`config.mk`:
```
export PLATFORM = sky130hd
export DESIGN_NAME = fsvr_top
export DESIGN_NICKNAME = d
export VERILOG_FILES = /design/src/logic/fsvr_top.v /design/src/logic/fsvr_vid_watch.v /design/src/logic/fsvr_sticky.v
export VERILOG_INCLUDE_DIRS = /design/src /design/src/logic
export SDC_FILE = /design/constraint.sdc
export NUM_CORES = 1
export LEC_CHECK = 0
export ABC_CLOCK_PERIOD_IN_PS = 2300
export BUFFER_PORTS_ARGS = -buffer_cell sky130_fd_sc_hd__clkbuf_2
export CAP_MARGIN = 10
export CELL_PAD_IN_SITES_DETAIL_PLACEMENT = 2
export CELL_PAD_IN_SITES_GLOBAL_PLACEMENT = 2
export CORE_MARGIN = 4
export CORE_UTILIZATION = 34
export DETAILED_ROUTE_END_ITERATION = 7
export PLACE_DENSITY_LB_ADDON = 0.05
export RECOVER_POWER = 25
export SETUP_SLACK_MARGIN = 0.15
export SYNTH_ARGS = -nofsm -noshare
export SYNTH_HDL_FRONTEND = slang
export SYNTH_HIERARCHICAL = 1
export SYNTH_SLANG_ARGS = --single-unit
```
`constraint.sdc`:
```
create_clock -name clock -period 2.3 [get_ports clock]
set_input_delay 0.115 -clock clock [delete_from_list [all_inputs] [get_ports clock]]
set_output_delay 0.115 -clock clock [all_outputs]
set_load 0.005 [all_outputs]
```
`src/logic/fsvr_defs.vh`:
```
// Constants for the fault status and voltage-ID register block
// Assumes 20 MHz clock and AXI4-Lite access with 32-bit data
`ifndef FSVR_DEFS_VH
`define FSVR_DEFS_VH

// ----------------------------------------
// Register indices (byte address = 4 * index)
// ----------------------------------------
`define FSVR_IDX_STATUS 8'h42
`define FSVR_IDX_VID 8'h43
`define FSVR_IDX_MASK 8'h90

// ----------------------------------------
// Reset values
// ----------------------------------------
`define FSVR_RST_STATUS 8'h00
`define FSVR_RST_VID 8'h00
`define FSVR_RST_MASK 8'h00

// ----------------------------------------
// Field positions
// ----------------------------------------
`define FSVR_BIT_SUPPLY 0
`define FSVR_BIT_OVT 1
`define FSVR_BIT_FAN_ONE_FAULT 2
`define FSVR_BIT_FAN_TWO_FAULT 3
`define FSVR_BIT_FAN_THREE_FAULT 4
`define FSVR_BIT_F4 5
`define FSVR_BIT_D1 6
`define FSVR_BIT_D2 7
`define FSVR_BIT_ID_THRESHOLD_SELECT 6
`define FSVR_BIT_PSEL 7

// ----------------------------------------
// Bit 5 pin functions
// ----------------------------------------
`define FSVR_F4_TACH 2'h0
`define FSVR_F4_GPIO 2'h1
`define FSVR_F4_TIMER 2'h2

// ----------------------------------------
// Bus responses
// ----------------------------------------
`define FSVR_RESP_OKAY 2'h0
`define FSVR_RESP_SLVERR 2'h2

// ----------------------------------------
// Timing
// ----------------------------------------
`define FSVR_CLK_PERIOD_NS 50
`define FSVR_VID_WINDOW_NS 11000
`define FSVR_VID_WINDOW_CYC (`FSVR_VID_WINDOW_NS / `FSVR_CLK_PERIOD_NS)
`define FSVR_TIMER_UNIT_NS 1000000
`define FSVR_TIMER_UNIT_CYC (`FSVR_TIMER_UNIT_NS / `FSVR_CLK_PERIOD_NS)

`endif

```
`src/logic/fsvr_top.v`:
```
// Fault status register two, voltage-ID register and interrupt mask
// Assumes AXI4-Lite master on clock; fault levels from same-clock logic
`timescale 1ns/1ns
`default_nettype none
`include "fsvr_defs.vh"

module fsvr_top #(
  parameter TIMER_UNIT_CYC = `FSVR_TIMER_UNIT_CYC
) (
  input wire clock,
  input wire rst_n,
  input wire [11:0] s_axi_awaddr,
  input wire [2:0] s_axi_awprot,
  input wire s_axi_awvalid,
  output wire s_axi_awready,
  input wire [31:0] s_axi_wdata,
  input wire [3:0] s_axi_wstrb,
  input wire s_axi_wvalid,
  output wire s_axi_wready,
  output reg [1:0] s_axi_bresp,
  output reg s_axi_bvalid,
  input wire s_axi_bready,
  input wire [11:0] s_axi_araddr,
  input wire [2:0] s_axi_arprot,
  input wire s_axi_arvalid,
  output wire s_axi_arready,
  output reg [31:0] s_axi_rdata,
  output reg [1:0] s_axi_rresp,
  output reg s_axi_rvalid,
  input wire s_axi_rready,
  input wire supply_limit_fault,
  input wire overtemp_exceeded,
  input wire overtemp_below_hyst,
  input wire [3:0] fan_underspeed,
  input wire [2:0] fan_drive_on,
  input wire [1:0] diode_fault,
  input wire [1:0] fan_four_mode,
  input wire [7:0] thermal_limit,
  input wire thermal_alarm_signal,
  input wire [5:0] voltage_id_pins,
  output reg fan_four_gpio_out,
  output wire fan_four_gpio_oe_n,
  output reg id_threshold_select,
  output reg shared_pin_select,
  output wire out_of_limit_summary,
  output wire irq
);

  // ----------------------------------------
  // Helpers
  // ----------------------------------------
  function [7:0] reg_index;
    input [11:0] addr;
    begin
      reg_index = addr[9:2];
    end
  endfunction

  function mapped;
    input [11:0] addr;
    begin
      mapped = (addr[11:10] == 2'h0) &&
        ((addr[9:2] == `FSVR_IDX_STATUS) ||
         (addr[9:2] == `FSVR_IDX_VID) ||
         (addr[9:2] == `FSVR_IDX_MASK));
    end
  endfunction

  function fan_fault;
    input underspeed;
    input drive_on;
    begin
      // A fan with its drive off is stopped on purpose
      fan_fault = underspeed & drive_on;
    end
  endfunction

  function is_reg;
    input [11:0] addr;
    input [7:0] idx;
    begin
      is_reg = mapped(addr) && (reg_index(addr) == idx);
    end
  endfunction

  // ----------------------------------------
  // Declarations
  // ----------------------------------------
  reg aw_held;
  reg w_held;
  reg [11:0] aw_addr;
  reg [31:0] w_data;
  reg [3:0] w_strb;
  reg [7:0] irq_mask;
  reg alarm_a;
  reg alarm_b;
  reg [31:0] unit_count;
  reg [7:0] alarm_time;
  reg timer_over;
  reg [7:0] next_set;
  reg [7:0] next_hold;
  wire [5:0] vid_now;
  wire vid_changed;
  wire [7:0] flags;
  wire [7:0] status_view;
  wire [7:0] vid_view;
  wire [7:0] int_source;
  wire do_write;
  wire do_read;
  wire status_read;
  wire gpio_mode;
  wire tach_mode;
  wire timer_mode;
  wire [7:0] wr_index;
  wire wr_lane0;

  assign gpio_mode = (fan_four_mode == `FSVR_F4_GPIO);
  assign tach_mode = (fan_four_mode == `FSVR_F4_TACH);
  assign timer_mode = (fan_four_mode == `FSVR_F4_TIMER);

  // ----------------------------------------
  // Voltage-ID watch
  // ----------------------------------------
  fsvr_vid_watch u_vid (
    .clock(clock),
    .rst_n(rst_n),
    .vid_pins(voltage_id_pins),
    .use_sixth(shared_pin_select),
    .vid_now(vid_now),
    .vid_changed(vid_changed)
  );

  // ----------------------------------------
  // Thermal alarm time accumulator
  // ----------------------------------------
  always @(posedge clock or negedge rst_n) begin
    if (!rst_n) begin
      alarm_a <= 1'b0;
      alarm_b <= 1'b0;
    end else begin
      alarm_a <= thermal_alarm_signal;
      alarm_b <= alarm_a;
    end
  end

  // Time counts in units while the alarm is asserted; a status read restarts it
  always @(posedge clock or negedge rst_n) begin
    if (!rst_n) begin
      unit_count <= 32'h00000000;
      alarm_time <= 8'h00;
      timer_over <= 1'b0;
    end else begin
      timer_over <= timer_mode && (alarm_time > thermal_limit);
      if (!timer_mode || status_read) begin
        unit_count <= 32'h00000000;
        alarm_time <= 8'h00;
      end else if (alarm_b) begin
        if (unit_count == TIMER_UNIT_CYC - 1) begin
          unit_count <= 32'h00000000;
          if (alarm_time != 8'hFF) begin
            alarm_time <= alarm_time + 8'h01;
          end
        end else begin
          unit_count <= unit_count + 32'h00000001;
        end
      end
    end
  end

  // ----------------------------------------
  // Fault set and hold terms
  // ----------------------------------------
  always @* begin
    next_set = 8'h00;
    next_hold = 8'h00;
    if (shared_pin_select) begin
      next_set[`FSVR_BIT_SUPPLY] = vid_changed;
      next_hold[`FSVR_BIT_SUPPLY] = vid_changed;
    end else begin
      next_set[`FSVR_BIT_SUPPLY] = supply_limit_fault;
      next_hold[`FSVR_BIT_SUPPLY] = supply_limit_fault;
    end
    next_set[`FSVR_BIT_OVT] = overtemp_exceeded;
    next_hold[`FSVR_BIT_OVT] = !overtemp_below_hyst;
    next_set[`FSVR_BIT_FAN_ONE_FAULT] = fan_fault(fan_underspeed[0], fan_drive_on[0]);
    next_set[`FSVR_BIT_FAN_TWO_FAULT] = fan_fault(fan_underspeed[1], fan_drive_on[1]);
    next_set[`FSVR_BIT_FAN_THREE_FAULT] = fan_fault(fan_underspeed[2], fan_drive_on[2]);
    next_hold[`FSVR_BIT_FAN_ONE_FAULT] = next_set[`FSVR_BIT_FAN_ONE_FAULT];
    next_hold[`FSVR_BIT_FAN_TWO_FAULT] = next_set[`FSVR_BIT_FAN_TWO_FAULT];
    next_hold[`FSVR_BIT_FAN_THREE_FAULT] = next_set[`FSVR_BIT_FAN_THREE_FAULT];
    if (tach_mode) begin
      next_set[`FSVR_BIT_F4] = fan_fault(fan_underspeed[3], fan_drive_on[2]);
    end else if (timer_mode) begin
      next_set[`FSVR_BIT_F4] = timer_over;
    end else begin
      next_set[`FSVR_BIT_F4] = 1'b0;
    end
    next_hold[`FSVR_BIT_F4] = next_set[`FSVR_BIT_F4];
    next_set[`FSVR_BIT_D1] = diode_fault[0];
    next_set[`FSVR_BIT_D2] = diode_fault[1];
    next_hold[`FSVR_BIT_D1] = diode_fault[0];
    next_hold[`FSVR_BIT_D2] = diode_fault[1];
  end

  fsvr_sticky u_sticky (
    .clock(clock),
    .rst_n(rst_n),
    .set(next_set),
    .hold(next_hold),
    .read_clear(status_read),
    .flags(flags)
  );

  // ----------------------------------------
  // Register views
  // ----------------------------------------
  // In output mode bit 5 reads back the driven level
  assign status_view = gpio_mode ?
    {flags[7:6], fan_four_gpio_out, flags[4:0]} : flags;
  assign vid_view = {shared_pin_select, id_threshold_select, vid_now};
  assign out_of_limit_summary = |status_view;
  assign fan_four_gpio_oe_n = !gpio_mode;

  // ----------------------------------------
  // Interrupt
  // ----------------------------------------
  // Masked bit = 1 blocks it; output-mode bit 5 is data, not an event
  assign int_source = gpio_mode ? (flags & 8'hDF) : flags;
  assign irq = |(int_source & ~irq_mask);

  // ----------------------------------------
  // AXI4-Lite write channel
  // ----------------------------------------
  // Address and data may arrive in either order
  assign s_axi_awready = !aw_held && !s_axi_bvalid;
  assign s_axi_wready = !w_held && !s_axi_bvalid;
  assign do_write = aw_held && w_held && !s_axi_bvalid;
  assign wr_index = reg_index(aw_addr);
  assign wr_lane0 = w_strb[0];

  always @(posedge clock or negedge rst_n) begin
    if (!rst_n) begin
      aw_held <= 1'b0;
      w_held <= 1'b0;
      aw_addr <= 12'h000;
      w_data <= 32'h00000000;
      w_strb <= 4'h0;
      s_axi_bvalid <= 1'b0;
      s_axi_bresp <= `FSVR_RESP_OKAY;
    end else begin
      if (s_axi_awvalid && s_axi_awready) begin
        aw_held <= 1'b1;
        aw_addr <= s_axi_awaddr;
      end
      if (s_axi_wvalid && s_axi_wready) begin
        w_held <= 1'b1;
        w_data <= s_axi_wdata;
        w_strb <= s_axi_wstrb;
      end
      if (do_write) begin
        aw_held <= 1'b0;
        w_held <= 1'b0;
        s_axi_bvalid <= 1'b1;
        s_axi_bresp <= mapped(aw_addr) ? `FSVR_RESP_OKAY : `FSVR_RESP_SLVERR;
      end else if (s_axi_bvalid && s_axi_bready) begin
        s_axi_bvalid <= 1'b0;
      end
    end
  end

  // ----------------------------------------
  // Writable fields
  // ----------------------------------------
  always @(posedge clock or negedge rst_n) begin
    if (!rst_n) begin
      irq_mask <= `FSVR_RST_MASK;
      fan_four_gpio_out <= 1'b0;
      id_threshold_select <= 1'b0;
      shared_pin_select <= 1'b0;
    end else if (do_write && wr_lane0 && aw_addr[11:10] == 2'h0) begin
      if (wr_index == `FSVR_IDX_MASK) begin
        irq_mask <= w_data[7:0];
      end
      if (wr_index == `FSVR_IDX_STATUS && gpio_mode) begin
        fan_four_gpio_out <= w_data[`FSVR_BIT_F4];
      end
      if (wr_index == `FSVR_IDX_VID) begin
        id_threshold_select <= w_data[`FSVR_BIT_ID_THRESHOLD_SELECT];
        shared_pin_select <= w_data[`FSVR_BIT_PSEL];
      end
    end
  end

  // ----------------------------------------
  // AXI4-Lite read channel
  // ----------------------------------------
  assign s_axi_arready = !s_axi_rvalid;
  assign do_read = s_axi_arvalid && s_axi_arready;
  assign status_read = do_read && is_reg(s_axi_araddr, `FSVR_IDX_STATUS);

  always @(posedge clock or negedge rst_n) begin
    if (!rst_n) begin
      s_axi_rvalid <= 1'b0;
      s_axi_rdata <= 32'h00000000;
      s_axi_rresp <= `FSVR_RESP_OKAY;
    end else if (do_read) begin
      s_axi_rvalid <= 1'b1;
      s_axi_rresp <= `FSVR_RESP_OKAY;
      s_axi_rdata <= 32'h00000000;
      if (!mapped(s_axi_araddr)) begin
        s_axi_rresp <= `FSVR_RESP_SLVERR;
      end else if (reg_index(s_axi_araddr) == `FSVR_IDX_STATUS) begin
        s_axi_rdata <= {24'h000000, status_view};
      end else if (reg_index(s_axi_araddr) == `FSVR_IDX_VID) begin
        s_axi_rdata <= {24'h000000, vid_view};
      end else begin
        s_axi_rdata <= {24'h000000, irq_mask};
      end
    end else if (s_axi_rvalid && s_axi_rready) begin
      s_axi_rvalid <= 1'b0;
    end
  end

endmodule
`default_nettype wire

```
`src/logic/fsvr_vid_watch.v`:
```
// Voltage-ID pin synchroniser and change detector
// Assumes asynchronous pins and the block clock
`timescale 1ns/1ns
`default_nettype none
`include "fsvr_defs.vh"

module fsvr_vid_watch (
  input wire clock,
  input wire rst_n,
  input wire [5:0] vid_pins,
  input wire use_sixth,
  output reg [5:0] vid_now,
  output reg vid_changed
);

  localparam integer WINDOW_CYC = `FSVR_VID_WINDOW_CYC;
  localparam [7:0] WINDOW = WINDOW_CYC[7:0];

  reg [5:0] sync_a;
  reg [5:0] sync_b;
  reg [5:0] snap;
  reg [7:0] timer;
  wire [5:0] masked;

  assign masked = {sync_b[5] & use_sixth, sync_b[4:0]};

  // ----------------------------------------
  // Two-stage synchroniser
  // ----------------------------------------
  always @(posedge clock or negedge rst_n) begin
    if (!rst_n) begin
      sync_a <= 6'h00;
      sync_b <= 6'h00;
    end else begin
      sync_a <= vid_pins;
      sync_b <= sync_a;
    end
  end

  // ----------------------------------------
  // Compare with code seen one window earlier
  // ----------------------------------------
  always @(posedge clock or negedge rst_n) begin
    if (!rst_n) begin
      snap <= 6'h00;
      timer <= 8'h00;
      vid_now <= 6'h00;
      vid_changed <= 1'b0;
    end else begin
      vid_now <= masked;
      vid_changed <= 1'b0;
      if (timer == WINDOW - 8'h01) begin
        timer <= 8'h00;
        snap <= masked;
        vid_changed <= (masked != snap);
      end else begin
        timer <= timer + 8'h01;
      end
    end
  end

endmodule
`default_nettype wire

```
`src/logic/fsvr_sticky.v`:
```
// Eight sticky fault flags, cleared by a status read once subsided
// Assumes set and hold levels from logic on the same clock
`timescale 1ns/1ns
`default_nettype none
`include "fsvr_defs.vh"

module fsvr_sticky (
  input wire clock,
  input wire rst_n,
  input wire [7:0] set,
  input wire [7:0] hold,
  input wire read_clear,
  output reg [7:0] flags
);

  // Set wins over a clear in the same cycle
  always @(posedge clock or negedge rst_n) begin
    if (!rst_n) begin
      flags <= `FSVR_RST_STATUS;
    end else begin
      flags <= set | (flags & ~({8{read_clear}} & ~hold));
    end
  end

endmodule
`default_nettype wire

```
* After elaboration in Yosys (flattened, before gate mapping) *
Cells that the tools add are included.

storage, ports and cells
  input bits = 102
  register bits after elaboration = 156
  ROM bits = 0
  output and inout bits = 47
  latch bits = 0
  RAM bits = 0
  memories = 0

cells by class
  add/subtract/negate cells = 3
  bitwise logic cells = 12
  equality and inequality tests = 12
  multiplexer cells = 27
  multipliers = 0
  reduce and logical (&&, ||, !) cells = 45
  magnitude comparators = 1
  shift-type cells = 0
  div/mod/pow operators = 0

operators by type and width
  cell                                                                     count
  32-bit two-way mux                                                       3
  8-bit two-way mux                                                        8
  32-bit by 1-bit adder with 32-bit output, second input constant          1
  32-bit by 15-bit equality test with 1-bit output, second input constant  1
  8-bit by 7-bit equality test with 1-bit output, second input constant    4
  8-bit AND                                                                3
  8-bit equality test, second input constant                               3
  8-bit NOT                                                                3
  1-bit logical AND                                                        17
  8-bit by 1-bit adder with 8-bit output, second input constant            2
  8-bit OR reduction                                                       2
  2-bit nonzero test                                                       7
  1-bit two-way mux                                                        12
  6-bit two-way mux                                                        2
  8-bit > comparator                                                       1
  8-bit inequality test, second input constant                             1
  8-bit OR                                                                 1
  1-bit logical NOT                                                        7
  2-bit logical NOT                                                        3
  6-bit inequality test                                                    1
  2-bit AND reduction                                                      3
  1-bit AND                                                                5
  1-bit logical OR                                                         5
  2-bit two-way mux                                                        2
  3 further kinds                                                          3

* Logic depth before layout (Yosys ltp) *
  depth in word-level cells = 10
  depth in mapped cells = 7

* By module *
Netlist, hierarchy kept.

modules (own cells, without submodules)
  module          area an instance (um2)  times used  cells an instance
  fsvr_top        4778.3                  1           480
  fsvr_vid_watch  1188.6                  1           80
  fsvr_sticky     310.3                   1           24

* Worst setup path before layout *
OpenSTA, ideal clock, no wires.

  path type = input to register
  start point = input port s_axi_araddr[7]
  end point = register u_sticky.flags[0]
  stages on the path = 7
  buffers on the path = 2
  arrival = 1.993 ns
  slack = 0.189 ns
  path through = or3_1 > or2_2 > clkbuf_1 > clkbuf_1 > nor3_1 > nand2b_1 > a21o_1

on the way
  word-level cells in the longest chain between the ends = 10
  elaborated cells between the ends (all ways) = 12
  classes of those cells = eq/ne: 3; bitwise: 4; reduce/logical: 5

ends and longest elaborated chain
  element                                                            RTL line          RTL
  from (decl)                                                        fsvr_top.v:23     input wire [11:0] s_axi_araddr,
  8-bit by 7-bit equality test with 1-bit output (on tied branches)  n/a
  1-bit logical OR (2 in a row)                                      fsvr_top.v:63     ((addr[9:2] == `FSVR_IDX_STATUS) ||
  1-bit logical AND                                                  fsvr_top.v:62     mapped = (addr[11:10] == 2'h0) &&
  1-bit logical AND *                                                fsvr_top.v:82     is_reg = mapped(addr) && (reg_index(addr) == idx);
  1-bit logical AND *                                                fsvr_top.v:299    assign status_read = do_read && is_reg(s_axi_araddr, `FSVR_IDX_STATUS);
  via status_read                                                    fsvr_top.v:110    wire status_read;
  8-bit AND *                                                        fsvr_sticky.v:21  flags <= set | (flags & ~({8{read_clear}} & ~hold));
  8-bit NOT *                                                        fsvr_sticky.v:21
  8-bit AND *                                                        fsvr_sticky.v:21
  8-bit OR *                                                         fsvr_sticky.v:21
  to (signal assigned)                                               fsvr_sticky.v:19  flags <= `FSVR_RST_STATUS;
  to (signal assigned)                                               fsvr_sticky.v:21
  to (decl)                                                          fsvr_sticky.v:13  output reg [7:0] flags

The timed path passes the listed nets; every way through them passes the cells marked *.
A chain may end at the register's enable or synchronous reset.

* Worst setup path in the final report *
  start point = register s_axi_rvalid
  end point = register unit_count[31]

on the way
  word-level cells in the longest chain between the ends = 5
  elaborated cells between the ends (all ways) = 6
  classes of those cells = mux: 1; reduce/logical: 5

ends and longest elaborated chain
  element                                                          RTL line        RTL
  from (decl)                                                      fsvr_top.v:29   output reg s_axi_rvalid,
  from (signal assigned)                                           fsvr_top.v:303  s_axi_rvalid <= 1'b0;
  from (signal assigned)                                           fsvr_top.v:307  s_axi_rvalid <= 1'b1;
  from (signal assigned)                                           fsvr_top.v:320  s_axi_rvalid <= 1'b0;
  1-bit logical NOT *                                              fsvr_top.v:297  assign s_axi_arready = !s_axi_rvalid;
  1-bit logical AND *                                              fsvr_top.v:298  assign do_read = s_axi_arvalid && s_axi_arready;
  1-bit logical AND *                                              fsvr_top.v:299
  1-bit logical OR *                                               fsvr_top.v:154  if (!timer_mode || status_read) begin
  32-bit two-way mux / 2-bit nonzero test (equally long branches)  n/a
  to (signal assigned)                                             fsvr_top.v:164  unit_count <= unit_count + 32'h00000001;
  to (decl)                                                        fsvr_top.v:97   reg [31:0] unit_count;

Every way passes the cells marked *; elsewhere a longest branch is shown, timed or not.

==> out/metrics.yaml <==
cells_and_area:
  drive_above_1_share_pct: 26.22
  fin_cells: 969
  final_common_cell: "dfrtp_1"
  final_area_mm2: 0.008055
  layout.nets: 840
  layout_common_cells: "128 x dfrtp_1, 84 x clkbuf_2, 44 x nor2_1"
  syn_to_final_growth_pct: 28.32
  diodes: 0
drt:
  via_per_inst: 5.108
  wl_per_cell_um: 18.90
  dr.pass1.iters: 4
  ant_nets: 0
  finalWirelength_um: 18310
  vias: 4950
  drtIter0Drc: 124
  remaining_drc_errors: 0
global_routing:
  grt_max_degree: 52
  grt_pass1_vias: 5530
  grt_usage_pct: 18.18
  antenna_found_initial: 0
  gr-total-overflow: 0
  grt_pass1_wl_um: 29330
die:
  die_x_um: 143.9
  die_y_um: 143.9
  ioPinCount: 149
  core_mm2: 0.01809
  initial_utilization_pct: 34.71
  dieArea_mm2: 0.02070
  num_rows: 49
timing:
  slew_viol_final: 0
  finalSetupViolCount: 0
  setup_tns_ns: 0
  fmax_mhz: 454.8
  min_period_ns: 2.199
  whs_ns: 0.05143
  slew_headroom_pct: 42.41
  worst-slew-pin-transition_ns: 0.8639
  hold_violations: 0
  fin_worst_skew_ns: 0.008432
  fin_crit_sh_pct: 95.59
  rsz0062_at_grt: "yes"
pwr:
  p_total_w: 0.006236
  ir_worst_vdd_v: 0.0004884
  powerDensity_mw_per_mm2: 774.2
  leakagePower_nw: 3.589
clocking:
  cts_tree: "yes"
  numCtsBuffers: 17
  clkTransAtPathRegs_ns: 0.06
  clockBufferDepth: 2
  cts_root_buffer: "clkbuf_16"
  cts_htree_levels: 4
  clock_latency_ns: 0.42
  cts_sinks: 128
logic_synthesis:
  synth_cell_types: 56
  synth_top_flop_cell: "dfrtp_1"
  yosysTopAreaCellShare_pct: 51.03
  avgSynthCellArea_um2: 10.75
  synth_edf_count: 0
  synth-warning-count: 6
  ys_seq_area_share_pct: 51.03
  synth_top_area_cell: "dfrtp_1"
  async_flop_share_pct: 100.0
  synthTopCellsByArea: "dfrtp_1 51%, mux2_2 6.6%, buf_4 3.3%"
  synth-seq-cells: 128
  synthesis.area_mm2: 0.006277
  syn_inst: 584
setup_path:
  required_ns: 2.64
  r2r_slack_ns: 0.10
  r2r_end: "unit_count[31]"
  timing.rr.start: "s_axi_rvalid"
  critical_path_class: "reg -> reg"
  ff2ff_path_depth: 6
  path_max_fanout: 8
  start_kind: "flop"
  endpoint_kind: "flop"
  worstPathArrival_ns: 2.53
outcome:
  outcome: "complete, no violations"
placed_design:
  io_buffers: 85
  placed_cells: 897
  dp_hpwl_um: 12870
  dpl-instance-area_mm2: 0.006993
  place_congestion: 0.7518
hold_path:
  holdPathStages: 3
  hold_class: "in -> reg"
  min_to: "timer_over"
  holdCritStartpoint: "fan_four_mode[0]"
job:
  cap_viol_max_count: 0
-- layer usage --
metal  wire, um  track usage (%)  up-vias
met5          0                0        -
met4        151            3.964        0
met3        574            3.894       11
met2      10020            33.34       81
met1       7564            21.81     2528
li1           -                -     2330
-- final cells by class --
cell class                 count  area, um2
tap                          229      286.5
timing repair buffer         145       1012
clock inverter                14      188.9
clock buffer                  18      439.2
inverter                      25      93.84
fill                        1932      10030
sequential                   128       3203
multi-input combinational    410       2831
-- metrics by stage --
step | worst slack (ns) | util, %
2_1_floorplan | 0.1886 | -
3_3_place_gp | 0.1357 | 38.66
3_5_place_dp | 0.04257 | 38.66
4_1_cts | 0.1195 | 44.32
5_1_grt | 0.009341 | 44.54
6_report | 0.1015 | 44.54
-- report_power, final --
group          switching [W]  internal [W]
clock network        0.00103       0.00184
logic               0.000338      0.000373
registers           0.000169       0.00248
total                0.00154       0.00470
-- flip-flops by register name, summed over array words and instances (netlist names), 6 cells and up --
register	cells
unit_count	32
aw_addr	10
alarm_time	8
irq_mask	8
s_axi_rdata	8
u_sticky/flags	8
u_vid/timer	8
w_data	8
u_vid/snap	6
u_vid/sync_a	6
u_vid/sync_b	6
u_vid/vid_now	6
-- synth_stat cells (all sizes together) (2+ instances only) --
master,instances
a21o,10
a21oi,30
a41oi,3
and2,9
and3,12
and4,7
buf,33
clkbuf,14
dfrtp,128
ha,11
inv,25
mux2,37
mux2i,11
nand2,27
nand2b,13
nand3,13
nand3b,2
nand4,10
nor2,44
nor2b,4
nor3,9
nor4,11
nor4b,6
nor4bb,2
o2111ai,12
o211ai,7
o21a,2
o21ai,28
or2,2
or3,13
or4,2
xnor2,7
xor2,23
-- critical path: stages (launching register included) --
cell       delay, ns
dfrtp_1         0.39
or4b_4          0.54
o41ai_4         0.24
buf_6           0.20
o2111ai_2       0.19
or3_1           0.40
a21oi_1         0.16
-- worst max-delay path by stage --
stage,from,endpoint,slack [ns],cells past startpoint
floorplan,s_axi_araddr[7],u_sticky/flags[0],0.19,7
global placement,s_axi_rvalid,unit_count[30],0.14,6
CTS,s_axi_rvalid,unit_count[30],0.12,6
detailed placement,s_axi_rvalid,unit_count[30],0.04,6
finish,s_axi_rvalid,unit_count[31],0.10,6
global route,s_axi_rvalid,unit_count[25],0.009,6
-- kinds of logic (layout without fill, tap and decap cells) --
family                   Yosys count  after routing  synth area share, %
AND/OR/NAND/NOR                  190            190                17.04
multiplexers                      48             48                8.392
other                              1             26              0.05974
flip-flops                       128            128                51.03
adder cells (fa/ha/maj)           11             11                2.193
XOR/XNOR                          30             30                4.186
AO/OA/AOI/OAI                    104            105                11.02
buffers and inverters             72            202                6.079
-- what timing repair did --
item                                    CTS  global route
resized for setup                         5             3
cloned                                    0             2
endpoints found under the setup margin   30            30
hold buffers                             35             0
hold endpoints to repair                 63             0
buffers inserted                          2             1
pin swaps                                 2             2
Power figures use the tool's default switching activity.
